<file path="src/pkg/ortm_pkg.sv">
// Package for the over-range detector and sample-marker block.
// Assumes one sample clock domain; all constants used by the core live here.
package ortm_pkg;

	// ==========================================
	// Widths
	localparam int SAMPLE_W    = 9;
	localparam int MAG_W       = 8;
	localparam int LINK_W      = 12;
	localparam int HOLD_SEL_W  = 3;
	localparam int TRIG_SEL_W  = 2;
	localparam int LMODE_W     = 4;
	localparam int HOLD_CNT_W  = 11;
	localparam int NUM_CH      = 4;

	// ==========================================
	// Constants
	localparam logic [HOLD_SEL_W-1:0] HOLD_SEL_MIN      = 3'h0; // 8 cycles
	localparam logic [HOLD_CNT_W-1:0] HOLD_BASE_CYCLES  = 11'h008;
	localparam logic [TRIG_SEL_W-1:0] TRIG_SEL_REPEAT   = 2'h3;
	localparam logic [LMODE_W-1:0]    LINK_MODE_0       = 4'h0;
	localparam int                    LINK_MODE0_WIDTH  = 12;
	localparam int                    MARKER_BIT_POS    = 0;
	localparam int                    SYNC_STAGES       = 3;
	localparam int                    SAMPLE_LATENCY    = 2;
	localparam logic [MAG_W-1:0]      THRESHOLD_RESET   = 8'he4;
	localparam logic [HOLD_CNT_W-1:0] HOLD_CNT_RESET    = 11'h000;

	// Hold length from select code: 8 << sel
	function automatic logic [HOLD_CNT_W-1:0] ortm_hold_len(input logic [HOLD_SEL_W-1:0] sel);
		ortm_hold_len = HOLD_BASE_CYCLES << sel;
	endfunction

	// 8-bit magnitude of the sample; only -256 overflows, so it saturates to 255
	function automatic logic [MAG_W-1:0] ortm_mag(input logic [SAMPLE_W-1:0] s);
		logic [SAMPLE_W-1:0] a;
		a = s;
		if (s[SAMPLE_W-1]) begin
			a = (~s) + 9'h001;
		end
		if (a[SAMPLE_W-1]) begin
			ortm_mag = 8'hff;
		end else begin
			ortm_mag = a[MAG_W-1:0];
		end
	endfunction

endpackage

</file>
<file path="src/core/ortm_hold_chan.sv">
// One channel of over-range detection with retriggerable hold counter.
// Assumes sample arrives registered on core_clk once per cycle.
`timescale 1ns/1ps
module ortm_hold_chan
	import ortm_pkg::*;
(
	input  wire logic                  core_clk,
	input  wire logic                  rst,
	input  wire logic                  detectEnable,
	input  wire logic [SAMPLE_W-1:0]   sample,
	input  wire logic [MAG_W-1:0]      threshold,
	input  wire logic [HOLD_SEL_W-1:0] holdSelect,
	output logic                       flag
);
	logic [HOLD_CNT_W-1:0] holdCnt_q;
	logic [HOLD_CNT_W-1:0] holdCnt_d;
	logic                  flag_q;
	logic                  flag_d;
	logic                  hit;

	// ==========================================
	// Compare and hold
	// Counter reloads on every hit so the flag stretches past the last event
	always_comb begin
		hit       = detectEnable && (ortm_mag(sample) >= threshold);
		holdCnt_d = holdCnt_q;
		if (hit) begin
			holdCnt_d = ortm_hold_len(holdSelect);
		end else if (holdCnt_q != HOLD_CNT_RESET) begin
			holdCnt_d = holdCnt_q - 11'h001;
		end
		flag_d = (holdCnt_d != HOLD_CNT_RESET);
	end

	always_ff @(posedge core_clk or posedge rst) begin
		if (rst) begin
			holdCnt_q <= HOLD_CNT_RESET;
			flag_q    <= 1'b0;
		end else begin
			holdCnt_q <= holdCnt_d;
			flag_q    <= flag_d;
		end
	end

	assign flag = flag_q;
endmodule // ortm_hold_chan

</file>
<file path="src/core/ortm_top.sv">
// Over-range flags for four channels plus trigger marker retiming,
// trigger repeat and marker insertion into link sample words.
// Assumes samples come from the converter cores on core_clk (sample clock);
// marker_input is asynchronous and is synchronised here.
`timescale 1ns/1ps

module ortm_top
	import ortm_pkg::*;
#(
	parameter int NUM_CHANNELS = 4
)(
	input  wire logic                            core_clk,
	input  wire logic                            rst,
	input  wire logic [ortm_pkg::SAMPLE_W-1:0]   sample_a,
	input  wire logic [ortm_pkg::SAMPLE_W-1:0]   sample_b,
	input  wire logic [ortm_pkg::SAMPLE_W-1:0]   sample_c,
	input  wire logic [ortm_pkg::SAMPLE_W-1:0]   sample_d,
	input  wire logic                            overrange_detect_enable,
	input  wire logic [ortm_pkg::MAG_W-1:0]      overrange_threshold,
	input  wire logic [ortm_pkg::HOLD_SEL_W-1:0] overrange_hold_select,
	input  wire logic                            marker_input,
	input  wire logic                            marker_receiver_enable,
	input  wire logic                            trigger_repeat_enable,
	input  wire logic [ortm_pkg::TRIG_SEL_W-1:0] trigger_repeat_select,
	input  wire logic                            marker_insert_enable,
	input  wire logic [ortm_pkg::LMODE_W-1:0]    link_mode_select,
	output logic                                 overrange_out_a,
	output logic                                 overrange_out_b,
	output logic                                 overrange_out_c,
	output logic                                 overrange_out_d,
	output logic                                 trigger_repeat_out,
	output logic [ortm_pkg::LINK_W-1:0]          link_word_a,
	output logic [ortm_pkg::LINK_W-1:0]          link_word_b,
	output logic [ortm_pkg::LINK_W-1:0]          link_word_c,
	output logic [ortm_pkg::LINK_W-1:0]          link_word_d,
	output logic [ortm_pkg::LINK_W-1:0]          link_sample_width
);
	import ortm_pkg::*;

	// ==========================================
	// Sample capture
	// Converter results are taken on the rising sample clock edge
	logic [SAMPLE_W-1:0] smp_q [NUM_CH];
	logic [SAMPLE_W-1:0] smp_d [NUM_CH];
	logic [SAMPLE_W-1:0] smp2_q [NUM_CH];
	logic [SAMPLE_W-1:0] smp2_d [NUM_CH];

	always_comb begin
		smp_d[0] = sample_a;
		smp_d[1] = sample_b;
		smp_d[2] = sample_c;
		smp_d[3] = sample_d;
		for (int i = 0; i < NUM_CH; i++) begin
			smp2_d[i] = smp_q[i];
		end
	end

	always_ff @(posedge core_clk or posedge rst) begin
		if (rst) begin
			for (int i = 0; i < NUM_CH; i++) begin
				smp_q[i]  <= '0;
				smp2_q[i] <= '0;
			end
		end else begin
			for (int i = 0; i < NUM_CH; i++) begin
				smp_q[i]  <= smp_d[i];
				smp2_q[i] <= smp2_d[i];
			end
		end
	end

	// ==========================================
	// Over-range detection per channel
	logic chanFlag [NUM_CH];

	for (genvar g = 0; g < NUM_CH; g++) begin : gChan
		ortm_hold_chan uChan (
			.core_clk     (core_clk),
			.rst          (rst),
			.detectEnable (overrange_detect_enable && (g < NUM_CHANNELS)),
			.sample       (smp_q[g]),
			.threshold    (overrange_threshold),
			.holdSelect   (overrange_hold_select),
			.flag         (chanFlag[g])
		);
	end

	// Flags come straight from the channel flops
	assign overrange_out_a = chanFlag[0];
	assign overrange_out_b = chanFlag[1];
	assign overrange_out_c = chanFlag[2];
	assign overrange_out_d = chanFlag[3];

	// ==========================================
	// Marker synchroniser
	// Three stages; a change counts only once stages two and three agree,
	// which filters a single metastable resolution glitch
	logic [SYNC_STAGES-1:0] mkSync_q;
	logic [SYNC_STAGES-1:0] mkSync_d;
	logic                   mkStable_q;
	logic                   mkStable_d;

	always_comb begin
		mkSync_d   = {mkSync_q[SYNC_STAGES-2:0], marker_input};
		mkStable_d = mkStable_q;
		if (mkSync_q[1] == mkSync_q[2]) begin
			mkStable_d = mkSync_q[1] && marker_receiver_enable;
		end
	end

	always_ff @(posedge core_clk or posedge rst) begin
		if (rst) begin
			mkSync_q   <= '0;
			mkStable_q <= 1'b0;
		end else begin
			mkSync_q   <= mkSync_d;
			mkStable_q <= mkStable_d;
		end
	end

	// ==========================================
	// Marker alignment with samples
	// Delay line equalises marker and sample paths; the synchroniser's own
	// latency cannot be removed, so the mark trails the analog instant
	// by that fixed amount
	logic [SAMPLE_LATENCY-1:0] mkDly_q;
	logic [SAMPLE_LATENCY-1:0] mkDly_d;

	always_comb begin
		mkDly_d = {mkDly_q[SAMPLE_LATENCY-2:0], mkStable_q};
	end

	always_ff @(posedge core_clk or posedge rst) begin
		if (rst) begin
			mkDly_q <= '0;
		end else begin
			mkDly_q <= mkDly_d;
		end
	end

	// ==========================================
	// Trigger repeat
	logic trigger_repeat_out_q;
	logic trigger_repeat_out_d;

	always_comb begin
		trigger_repeat_out_d = 1'b0;
		if (marker_receiver_enable && trigger_repeat_enable
			&& (trigger_repeat_select == TRIG_SEL_REPEAT)) begin
			trigger_repeat_out_d = mkStable_q;
		end
	end

	always_ff @(posedge core_clk or posedge rst) begin
		if (rst) begin
			trigger_repeat_out_q <= 1'b0;
		end else begin
			trigger_repeat_out_q <= trigger_repeat_out_d;
		end
	end

	assign trigger_repeat_out = trigger_repeat_out_q;

	// ==========================================
	// Link word formatting
	// Sample left-justified in the word; marker or zero in bit 0
	logic [LINK_W-1:0] lw_q [NUM_CH];
	logic [LINK_W-1:0] lw_d [NUM_CH];
	logic [LINK_W-1:0] lwidth_q;
	logic [LINK_W-1:0] lwidth_d;
	logic              mkIns;

	always_comb begin
		mkIns = marker_insert_enable && marker_receiver_enable && mkDly_q[SAMPLE_LATENCY-1];
		for (int i = 0; i < NUM_CH; i++) begin
			lw_d[i]                 = {smp2_q[i], 3'h0};
			lw_d[i][MARKER_BIT_POS] = mkIns;
		end
		lwidth_d = LINK_W'(LINK_MODE0_WIDTH);
		if (link_mode_select != LINK_MODE_0) begin
			lwidth_d = LINK_W'(LINK_W);
		end
	end

	always_ff @(posedge core_clk or posedge rst) begin
		if (rst) begin
			for (int i = 0; i < NUM_CH; i++) begin
				lw_q[i] <= '0;
			end
			lwidth_q <= '0;
		end else begin
			for (int i = 0; i < NUM_CH; i++) begin
				lw_q[i] <= lw_d[i];
			end
			lwidth_q <= lwidth_d;
		end
	end

	assign link_word_a       = lw_q[0];
	assign link_word_b       = lw_q[1];
	assign link_word_c       = lw_q[2];
	assign link_word_d       = lw_q[3];
	assign link_sample_width = lwidth_q;
endmodule // ortm_top

</file>
<file path="config.mk">
export PLATFORM = sky130hd
export DESIGN_NAME = ortm_top
export DESIGN_NICKNAME = d
export VERILOG_FILES = /design/src/pkg/ortm_pkg.sv /design/src/core/ortm_hold_chan.sv /design/src/core/ortm_top.sv
export SDC_FILE = /design/constraint.sdc
export NUM_CORES = 1
export LEC_CHECK = 0
export BUFFER_PORTS_ARGS = -buffer_cell sky130_fd_sc_hd__clkbuf_2
export CAP_MARGIN = 20
export CORE_UTILIZATION = 50
export DETAILED_ROUTE_END_ITERATION = 7
export PLACE_DENSITY = 0.79
export SETUP_SLACK_MARGIN = 0.2
export SLEW_MARGIN = 15
export SYNTH_ARGS = -nofsm -noshare
export SYNTH_HDL_FRONTEND = slang
export SYNTH_SLANG_ARGS = --single-unit
export TNS_END_PERCENT = 10
</file>
<file path="constraint.sdc">
create_clock -name core_clk -period 6.59 [get_ports core_clk]
set_input_delay 1.318 -clock core_clk [delete_from_list [all_inputs] [get_ports core_clk]]
set_output_delay 1.318 -clock core_clk [all_outputs]
set_load 0.01 [all_outputs]
</file>
==> impl.org, run 1 <==
** Setup path
- Element type at the critical path start :: flop
- Worst flop-to-flop path endpoint :: gChan[3].uChan.holdCnt_q[4]
- Counting cells, the worst reg-to-reg path comes to 12.
- Data arrival time of the critical path :: 4.04 ns
- STA classifies the critical path endpoint as a flop.
- Beginning of the worst register-to-register path :: smp2_d[1]
- Worst stage delay on the critical path :: roughly 0.6 ns
- Critical path fanouts, max :: 12
- By startpoint and endpoint, the worst setup path is classified as flop to flop.
- Most repeated library cell on the critical path :: sky130_fd_sc_hd__ha_1
- Sequence of cells on the critical path :: inv_1 > ha_1 > or3b_2 > nor3_1 > nand3_1 > o211ai_1 > ha_1 > a211o_1 > a31oi_1 > nor4_1 > o21a_1 > mux2_2
- The setup check on the worst reg-to-reg path leaves a slack of 2.86 ns.
- Slowest cell on the critical path :: sky130_fd_sc_hd__o21a_1
- Data on the critical path is required at its endpoint by between 6 and 7 ns.

** STA
- For the final database, setup skew stands at 0.007805 ns.
- Number of setup violations in the final report :: 0
- Slack of the critical path :: 2.860 ns
- Max Freq :: roughly 270 MHz
- The worst path needs 3.730 ns of the cycle, external delays included.
- The number of pins with negative max-slew slack in the final report came to 0.
- Final cycle utilization of the critical path :: 0.5661
- Setup repair after global routing left no endpoint under its margin.
- Final hold analysis gives a worst-case slack of 0.3475 ns.
- Measured against its own limit, the worst slew margin works out to 0.4020.
- For the pin with the worst max-slew slack, the measured transition is 0.8969 ns.
- Setup TNS :: 0 ns
- The final count of hold timing violations was 0.

** Clock network
- Clk pin slew, worst setup/hold paths :: 0.07 ns
- Clock buffers created by TritonCTS :: 17
- Clock tree synthesis found a total of approximately 170 sinks.
- Clock latency at the later pin of the worst-skew pair :: 0.43 ns
- CTS Hold Bufs :: 0
- The clock passes through at most 2 buffers.
- The root buffer cell chosen for the clock tree is sky130_fd_sc_hd__clkbuf_16.
- Number of resized instances in the post-cts repair step :: 0
- Setup bufs post-CTS :: 0
- Clock tree from TritonCTS :: done
- The H-tree was split into 4 levels.

** Hold path
- The worst hold path terminates at link_word_b[6].
- Worst hold path cell count :: 0
- The tightest min-delay check is of the flop to flop type.
- The startpoint identified for the worst hold timing path is lw_d[30].

** Yosys
- Averaged over all synthesized cells, the footprint is 10.75 um^2.
- The number of different library cells used by synthesis comes to 68.
- The synthesized design contains 165 register bits.
- Post-synthesis cell area :: just under 8000 um^2
- In the synthesized netlist, the cells that appear most often are sky130_fd_sc_hd__dfrtp_1 (165), sky130_fd_sc_hd__nand2_1 (71), sky130_fd_sc_hd__nor2_1 (54), sky130_fd_sc_hd__ha_1 (44).
- By area the synthesized netlist is led by sky130_fd_sc_hd__dfrtp_1 (53%), sky130_fd_sc_hd__ha_1 (7.0%), sky130_fd_sc_hd__mux2i_1 (4.2%).
- Of the synthesized area, sequential elements account for 0.5255.
- The most common cell in the synthesized netlist is sky130_fd_sc_hd__dfrtp_1.
- sky130_fd_sc_hd__dfrtp_1 takes more of the synthesized area than any other cell.
- Async set-reset flop share out of synthesis :: 1.000
- Counting every instance in the synthesized netlist gives 731.
- The synthesized design contains 0 enable-type register cells.
- For this run, the number of Yosys warnings is 0.
- In the synthesized netlist the dominant register cell turns out to be sky130_fd_sc_hd__dfrtp_1.
- Share of Yosys cell area claimed by the top area cell type :: 0.5255

** GRT
- The initial antenna violation count is 0.
- Global-route congestion overflow total :: 0
- Pin count of the biggest net entering global routing :: 104
- Number of global-route vias before repair :: 5434
- The first global-routing pass estimated 25.49 mm of wire.
- In the global route stage, overall resource usage came out at 0.2010.

** Pwr
- Total design power :: about 3.4 mW
- Worst vdd rail ir drop :: 0.2144 mV
- Power density over the cells :: 374.0 nW/um^2
- Static Leak :: 4.263 nW

** Placement
- Prior to clock tree synthesis, the placed netlist has a worst setup slack of 2.941 ns.
- HPWL after detailed placement :: 10.71 mm
- At the end of routability-driven placement, the weighted congestion stood at 0.8763.
- The count of buffers added on input and output ports is 102.

** Run status
- Outcome :: complete, no violations

** Job
- Count of max-cap constraint violations :: 0

** Finish
- Reg area :: 4129 um^2
- Fill cells :: about 1300
- Number of diodes :: 0
- In the final design database the tool counted approximately 940 nets.
- Share of post-route cells with drive strength above 1 :: 0.1905
- Multi-input logic area :: 3423 um^2
- P&R area growth vs syn :: 15.75%

** Floorplan
- The floorplan has 45 rows.
- about 130 I/O pins were placed.
- The floorplan step defined a die boundary enclosing 16220 um^2.
- The total area inside the core boundary comes to 15260 um^2.
- The die is between 100 and 150 um wide.
- The die is 127.4 um tall.
- The initial utilization of the core area, before any placement, comes to 0.5150.

** Detailed routing
- Post-detailed-route DRC marker count :: 0
- In this run, the number of DRC markers left after iteration 0 of detailed routing was 400.
- After detailed routing, the number of vias per cell comes to 5.358.
- Routed vias :: 5658
- Final routed wirelength across all metal layers :: approximately 15 mm
- Dividing the detail-routed wire length by the instance count gives around 14 um.
- Count of nets left with antenna violations after detail routing :: 0
- For this run, the detailed router's first-pass iteration total came to 5.
## where the power goes
group	internal, mW	leakage [nW]	switching (mW)
clock network	0.588	0.303	0.435
logic	0.449	2.00	0.552
registers	1.17	1.96	0.205
## worst max-delay path by stage
| stage | startpoint | endpoint | slack [ns] | depth (start not counted) |
|---|---|---|---|---|
| after global placement | smp2_d[18] | gChan[1].uChan.flag | 3.02 | 12 |
| final | smp2_d[1] | gChan[3].uChan.holdCnt_q[4] | 2.86 | 12 |
| after detailed placement | smp2_d[18] | gChan[1].uChan.flag | 2.94 | 12 |
| after floorplan | rst | gChan[0].uChan.flag | 0.81 | 1 |
| after global routing | smp2_d[0] | gChan[3].uChan.holdCnt_q[4] | 2.70 | 12 |
| after CTS | smp2_d[1] | gChan[3].uChan.holdCnt_q[4] | 2.90 | 12 |
## sequential cells by signal, summed over array words and instances, names as in the netlist
register and count:
lw_d 36, gChan.uChan.flag 4, link_word_d 9, mkSync_q 3, mkDly_q 2, gChan.uChan.holdCnt_q 44
smp2_d 36, link_sample_width 1, mkStable_q 1, link_word_b 9, link_word_a 10, link_word_c 9
trigger_repeat_out 1
## final cells by class
class,count,area share
Inverter,32,0.01376
Timing Repair Buffer,105,0.05861
Clock inverter,14,0.01995
Tap cell,211,0.02903
Sequential cell,165,0.4540
Clock buffer,18,0.04829
Multi-Input combinational cell,511,0.3764
## worst max-delay path, delay by kind of cell (launching register included)
family / cells / cell delay, ns
DFF: 1 / 0.41
AOI/OAI and AO/OA: 4 / 0.95
adders and majority gates: 2 / 0.36
buffers and inverters: 1 / 0.10
muxes: 1 / 0.40
and+or+nand+nor: 4 / 1.38
## cells by family (layout without fill, tap and decap cells)
kind of cell | count (synthesis) | count (layout) | synth area share
muxes | 39 | 39 | 0.05064
xor gates and xnor gates | 24 | 24 | 0.02675
other | 2 | 19 | 0.0009558
DFF | 165 | 165 | 0.5255
AOI/OAI and AO/OA | 121 | 121 | 0.09809
adders and majority gates | 44 | 44 | 0.07006
buffers and inverters | 72 | 169 | 0.04698
and+or+nand+nor | 264 | 264 | 0.1811
## placed cells by master, fill, tap and decap left out, drive strengths merged, types with 5 or more instances in the layout
master | Yosys | routed
o21ai | 24 | 24
nand2b | 6 | 6
nand2 | 71 | 71
nand3 | 14 | 14
and2 | 5 | 5
or4 | 6 | 6
mux2i | 33 | 33
o211ai | 5 | 5
or3b | 10 | 10
xor2 | 12 | 12
or3 | 14 | 14
a21oi | 33 | 33
conb | 2 | 19
o31ai | 7 | 7
nor4b | 5 | 5
xnor2 | 12 | 12
nor2 | 55 | 55
nor4 | 13 | 13
mux2 | 6 | 6
a21boi | 6 | 6
a211oi | 5 | 5
inv | 32 | 41
nor2b | 10 | 10
clkbuf | 13 | 120
a31oi | 15 | 15
ha | 44 | 44
nand3b | 6 | 6
dfrtp | 165 | 165
nor3 | 29 | 29
## metrics by stage
step / cells / utilization / instance area [um^2]
detailed placement: 1024 / 0.5554 / 8474
floorplan: 748 / - / 7921
global route: 1056 / 0.5961 / 9095
finish: 1056 / 0.5961 / 9095
global placement: 1024 / 0.5554 / 8474
CTS: 1056 / 0.5961 / 9095
## layer usage
metal | track usage | up-vias | wire (um)
li1 | - | 2772 | -
met1 | 0.2567 | 2697 | 6575
met2 | 0.3292 | 166 | 7345
met3 | 0.05779 | 23 | 923
met4 | 0.06793 | 0 | 275
met5 | 0 | - | 0
No activity file was read; power rests on OpenSTA's default activity.
==> run 2: changes to the inputs <==
- ABC_AREA: not set -> 1
- PLACE_DENSITY: 0.79 -> 0.81
- clock period: 6.59 -> 3.3 ns (I/O delays scaled with it)
==> impl.org, run 2 <==
** Run status
- Outcome :: complete, no violations

** Clock network
- The total CTS buffers is 17 (unchanged).
- Clock latency at the later pin of the worst-skew pair :: 0.43 ns (about the same)
- Maximum level of the CTS H-tree :: 4 (unchanged)
- The count of hold buffers inserted by post-cts repair came to 0 (unchanged).
- Largest buffer count on any clock path :: 2 (unchanged)
- TritonCTS built the clock tree.
- The tree is rooted in a sky130_fd_sc_hd__clkbuf_16.
- Clock tree sinks :: 165 (unchanged)
- The clock transition time at the flip-flop clock pins of the worst setup and hold paths is 0.07 ns (about the same).

** GRT
- GRT busiest layer :: met2
- The overall global routing resource usage was 0.2008 (-0.0002333).
- Met1 usage in global routing :: 0.2518 (-0.004933)
- The number of global-route vias before repair was 5893 (+8.4%).
- The sum of overflow across all layers after global routing came to 0 (unchanged).
- The initial antenna violation count was 0 (unchanged).
- Wire length of the first global-routing pass :: 26.44 mm (+3.7%)
- GRT met3 Usage :: 0.05822 (+0.0004358)
- The maximum number of pins on one net before global-route repair was 166 (+60%).
- The global-route track usage on met2 was 0.3336 (+0.004490).

** Setup path
- The signal on the critical path passes through inv_1 > ha_2 > inv_2 > nor3_2 > inv_1 > nor3_2 > nand4_1 > inv_1 > buf_4 > nor2_1 > ha_1 > nand2_1 > nor2_1 > nor2_1 > nand2_1 > nand2_2 > nand2_8 > nand3_1 > nand2_2 > nand2_2 > nor2_4 > nand3_2.
- The worst register-to-register path ends at gChan[1].uChan.flag.
- The reg2reg setup slack came to 0.11 ns (-2.75 ns).
- Stages on the worst setup path :: 22 (+10)
- Tracing the worst setup path back leads to its startpoint at smp2_d[18].
- The worst path required time is 3.60 ns (-3.30 ns).
- Critical path fanouts, max :: 8 (-4)
- Worst stage delay on the critical path :: 0.40 ns (-0.20 ns)
- The worst path arrival time came to 3.50 ns (-0.54 ns).
- R2r worst-path depth :: 22 (+10)
- Count of buffering cells on the critical path with inverters included :: 5 (+4)
- The slowest stage of the critical path is the sky130_fd_sc_hd__dfrtp_1 cell.
- STA classifies the critical path startpoint as a flop.
- Worst setup endpoint :: gChan[1].uChan.flag
- The worst register-to-register path begins at smp2_d[18].
- Family of cells with the greatest summed delay on the critical path :: simple AND/OR/NAND/NOR gates
- STA classifies the critical path endpoint as a flop.
- Kind of critical path :: flop to flop

** Yosys
- The area share of fa/ha/maj cells after synthesis is 0.06613 (-0.003938).
- Netlist cell types :: 36 (-47%)
- The synthesized area divided by synthesized cell count came to 8.681 um^2 (-19%).
- Share of the synthesized netlist area taken by xor and xnor gates :: 0.03261 (+0.005860)
- The largest total area in the synthesized netlist belongs to sky130_fd_sc_hd__dfrtp_1.
- Area fraction in and, or, nand and nor cells after synthesis :: 0.2579 (+0.07684)
- Ranked by total cell area, the synthesized netlist is headed by sky130_fd_sc_hd__dfrtp_1 (50%), sky130_fd_sc_hd__nand2_1 (10%), sky130_fd_sc_hd__inv_1 (7.2%).
- Dominant combinational cell family by area after synthesis :: simple AND/OR/NAND/NOR gates
- Most used flip-flop cell after synthesis :: sky130_fd_sc_hd__dfrtp_1
- Most common cell in the netlist :: sky130_fd_sc_hd__nand2_1
- Compound-cell area share of the yosys netlist :: 0.04328 (-0.05481)
- Number of enable flip-flop cells after synthesis :: 0 (unchanged)
- The fraction of synthesized cell area taken by the top area cell type is 0.4959 (-0.02954).
- Top cell types by occurrence after synthesis :: sky130_fd_sc_hd__nand2_1 (230), sky130_fd_sc_hd__dfrtp_1 (165), sky130_fd_sc_hd__inv_1 (160), sky130_fd_sc_hd__nand3_1 (74), sky130_fd_sc_hd__nor2_1 (68)
- Async set-reset flop share out of synthesis :: 1.000 (unchanged)
- The number of storage elements in the synthesis netlist came to 165 (unchanged).
- The mux share of post-synthesis cell area was 0 (-0.05064).
- Post-synthesis cell area :: 8325 um^2 (+6.0%)
- The proportion of synthesized chip area in sequential cells is 0.4959 (-0.02954).
- The count of warnings emitted by yosys is 0 (unchanged).
- The number of cells produced by synthesis came to 959 (+31%).

** Floorplan
- Starting density of the core :: 0.5185 (+0.003501)
- The full die area is 17170 um^2 (+5.9%).
- Count of boundary I/O pins :: 125 (unchanged)
- The height of the chip is 131.0 um (+2.9%).
- The core region area is 16060 um^2 (+5.2%).
- The floorplan row count came to 46 (+2.2%).
- The chip width came to 131.0 um (+2.9%).

** STA
- Number of setup violations in the final report :: 0 (unchanged)
- Setup repair after global routing could not meet its margin everywhere.
- The post-route fraction of the period consumed by the critical path was 0.9679 (+0.4019).
- The final count of hold timing violations was 0 (unchanged).
- Final-report max-slew violation count :: 0 (unchanged)
- The transition time at the pin with the least slew margin was 1.003 ns (+0.1063 ns).
- The clock skew came to 0.01120 ns (+0.003399 ns).
- Post-route minimum period :: 3.194 ns (-0.5363 ns)
- The remaining max-slew budget at the tightest pin was 0.3312 (-0.07083).
- Max Freq :: 313.1 MHz (+17%)

** Job
- Count of max-cap constraint violations :: 0 (unchanged)

** Detailed routing
- The number of routed nets with antenna violations is 0 (unchanged).
- The detailed router's first-iteration violation count came to 347 (-13%).
- Post-detailed-route DRC marker count :: 0 (unchanged)
- The total wire length after detailed routing came to 16.65 mm (+10%).
- The post-detailed-route wirelength per cell is 12.62 um (-12%).
- The total number of vias came to 6343 (+12%).
- Ratio of routed vias to standard cells :: 4.809 (-10%)
- First-pass iteration count of the detailed router :: 5 (unchanged)

** Pwr
- Power density over the cells :: 703.7 nW/um^2 (+88%)
- The maximum vdd ir drop is 0.4451 mV (+110%).
- The static power due to leakage is 5.243 nW (+23%).
- Total design power :: 7.012 mW (+110%)

** Hold path
- Start point of the worst min-delay path :: sample_b[0]
- The tightest min-delay check is of the input pin to flop type.

** Finish
- The area growth from synthesis to layout is 19.69%.
- Counting flops per register, the top entry is gChan.uChan.holdCnt_q.
- The fraction of layout cells with a size suffix above 1 is 0.2393 (+0.04881).
- The number of standard cells in the layout, taps in and fillers out was 1319 (+25%).
- Reg area :: 4129 um^2 (unchanged)
- The number of flip-flops in the largest register is 44 (unchanged).
- Multi-input logic area :: 3632 um^2 (+6.1%)
- Most common cell after layout, fill and taps aside :: sky130_fd_sc_hd__nand2_1
- The number of nets in the finished design came to 1196 (+28%).
- Number of diodes :: 0 (unchanged)
- Commonest non-fill, non-tap cells in the layout :: sky130_fd_sc_hd__nand2_1 (209), sky130_fd_sc_hd__dfrtp_1 (165), sky130_fd_sc_hd__inv_1 (157), sky130_fd_sc_hd__clkbuf_2 (102), sky130_fd_sc_hd__nand3_1 (70)
- Fill cells :: 1312 (+2.1%)

** Placement
- The quantity of I/O buffers inserted on ports is 102 (unchanged).
- HPWL after detailed placement :: 11.12 mm (+3.8%)
- Final RePlAce weighted congestion :: 0.8474 (-3.3%)
- Number of instances in the placed design :: 1262 (+23%)
run 2: cells by family (layout without fill, tap and decap cells):
family	Yosys count	after routing
AOI/OAI and AO/OA	65	65
buffers and inverters	195	321
adders and majority gates	44	44
and+or+nand+nor	457	458
DFF	165	165
other	2	19
xor gates and xnor gates	31	31
run 2: cell type report:
class / count / area share
multi-input cells: 617 / 0.3645
inverters: 162 / 0.06140
repair buffers: 129 / 0.07396
clock buffers: 17 / 0.04269
flip-flops and latches: 165 / 0.4144
well taps: 216 / 0.02712
clock inverters: 13 / 0.01595
run 2: through the flow:
stage	TNS, ns	hold slack (ns)	area, um^2	util	setup slack [ns]
finish	0	0.3345	9965	0.6205	0.1058
global route	-0.2690	0.3185	9965	0.6205	-0.2154
floorplan	0	0.3312	8393	-	0.5412
detailed placement	0	0.3347	8942	0.5569	0.1981
CTS	0	0.3208	9534	0.5937	0.1460
global placement	0	0.3316	8942	0.5569	0.2859
run 2: power by group:
group | internal (mW) | switching, mW | leakage, nW
logic | 0.900 | 1.48 | 3.02
clock network | 1.13 | 0.852 | 0.287
registers | 2.35 | 0.291 | 1.94
total | 4.38 | 2.63 | 5.24
run 2: layer usage:
| metal | wire (um) | vias to the layer above |
|---|---|---|
| met3 | 991 | 23 |
| met2 | 8387 | 148 |
| met5 | 0 | - |
| li1 | - | 3201 |
| met1 | 7007 | 2971 |
| met4 | 263 | 0 |
run 2: repair_timing:
action,in CTS,in global routing
setup endpoints to repair,3,30
setup buffers,1,25
pin swaps,1,35
gates resized for setup,0,62
gates cloned,0,1
run 2: worst min path at each step:
| stage | depth (start not counted) | to | slack [ns] |
|---|---|---|---|
| after floorplan | 0 | link_word_a[10] | 0.33 |
| after global placement | 0 | link_word_d[6] | 0.33 |
| after detailed placement | 0 | link_word_a[10] | 0.33 |
| after CTS | 1 | smp2_d[24] | 0.32 |
| after global routing | 1 | smp2_d[15] | 0.32 |
| final | 1 | smp2_d[18] | 0.33 |
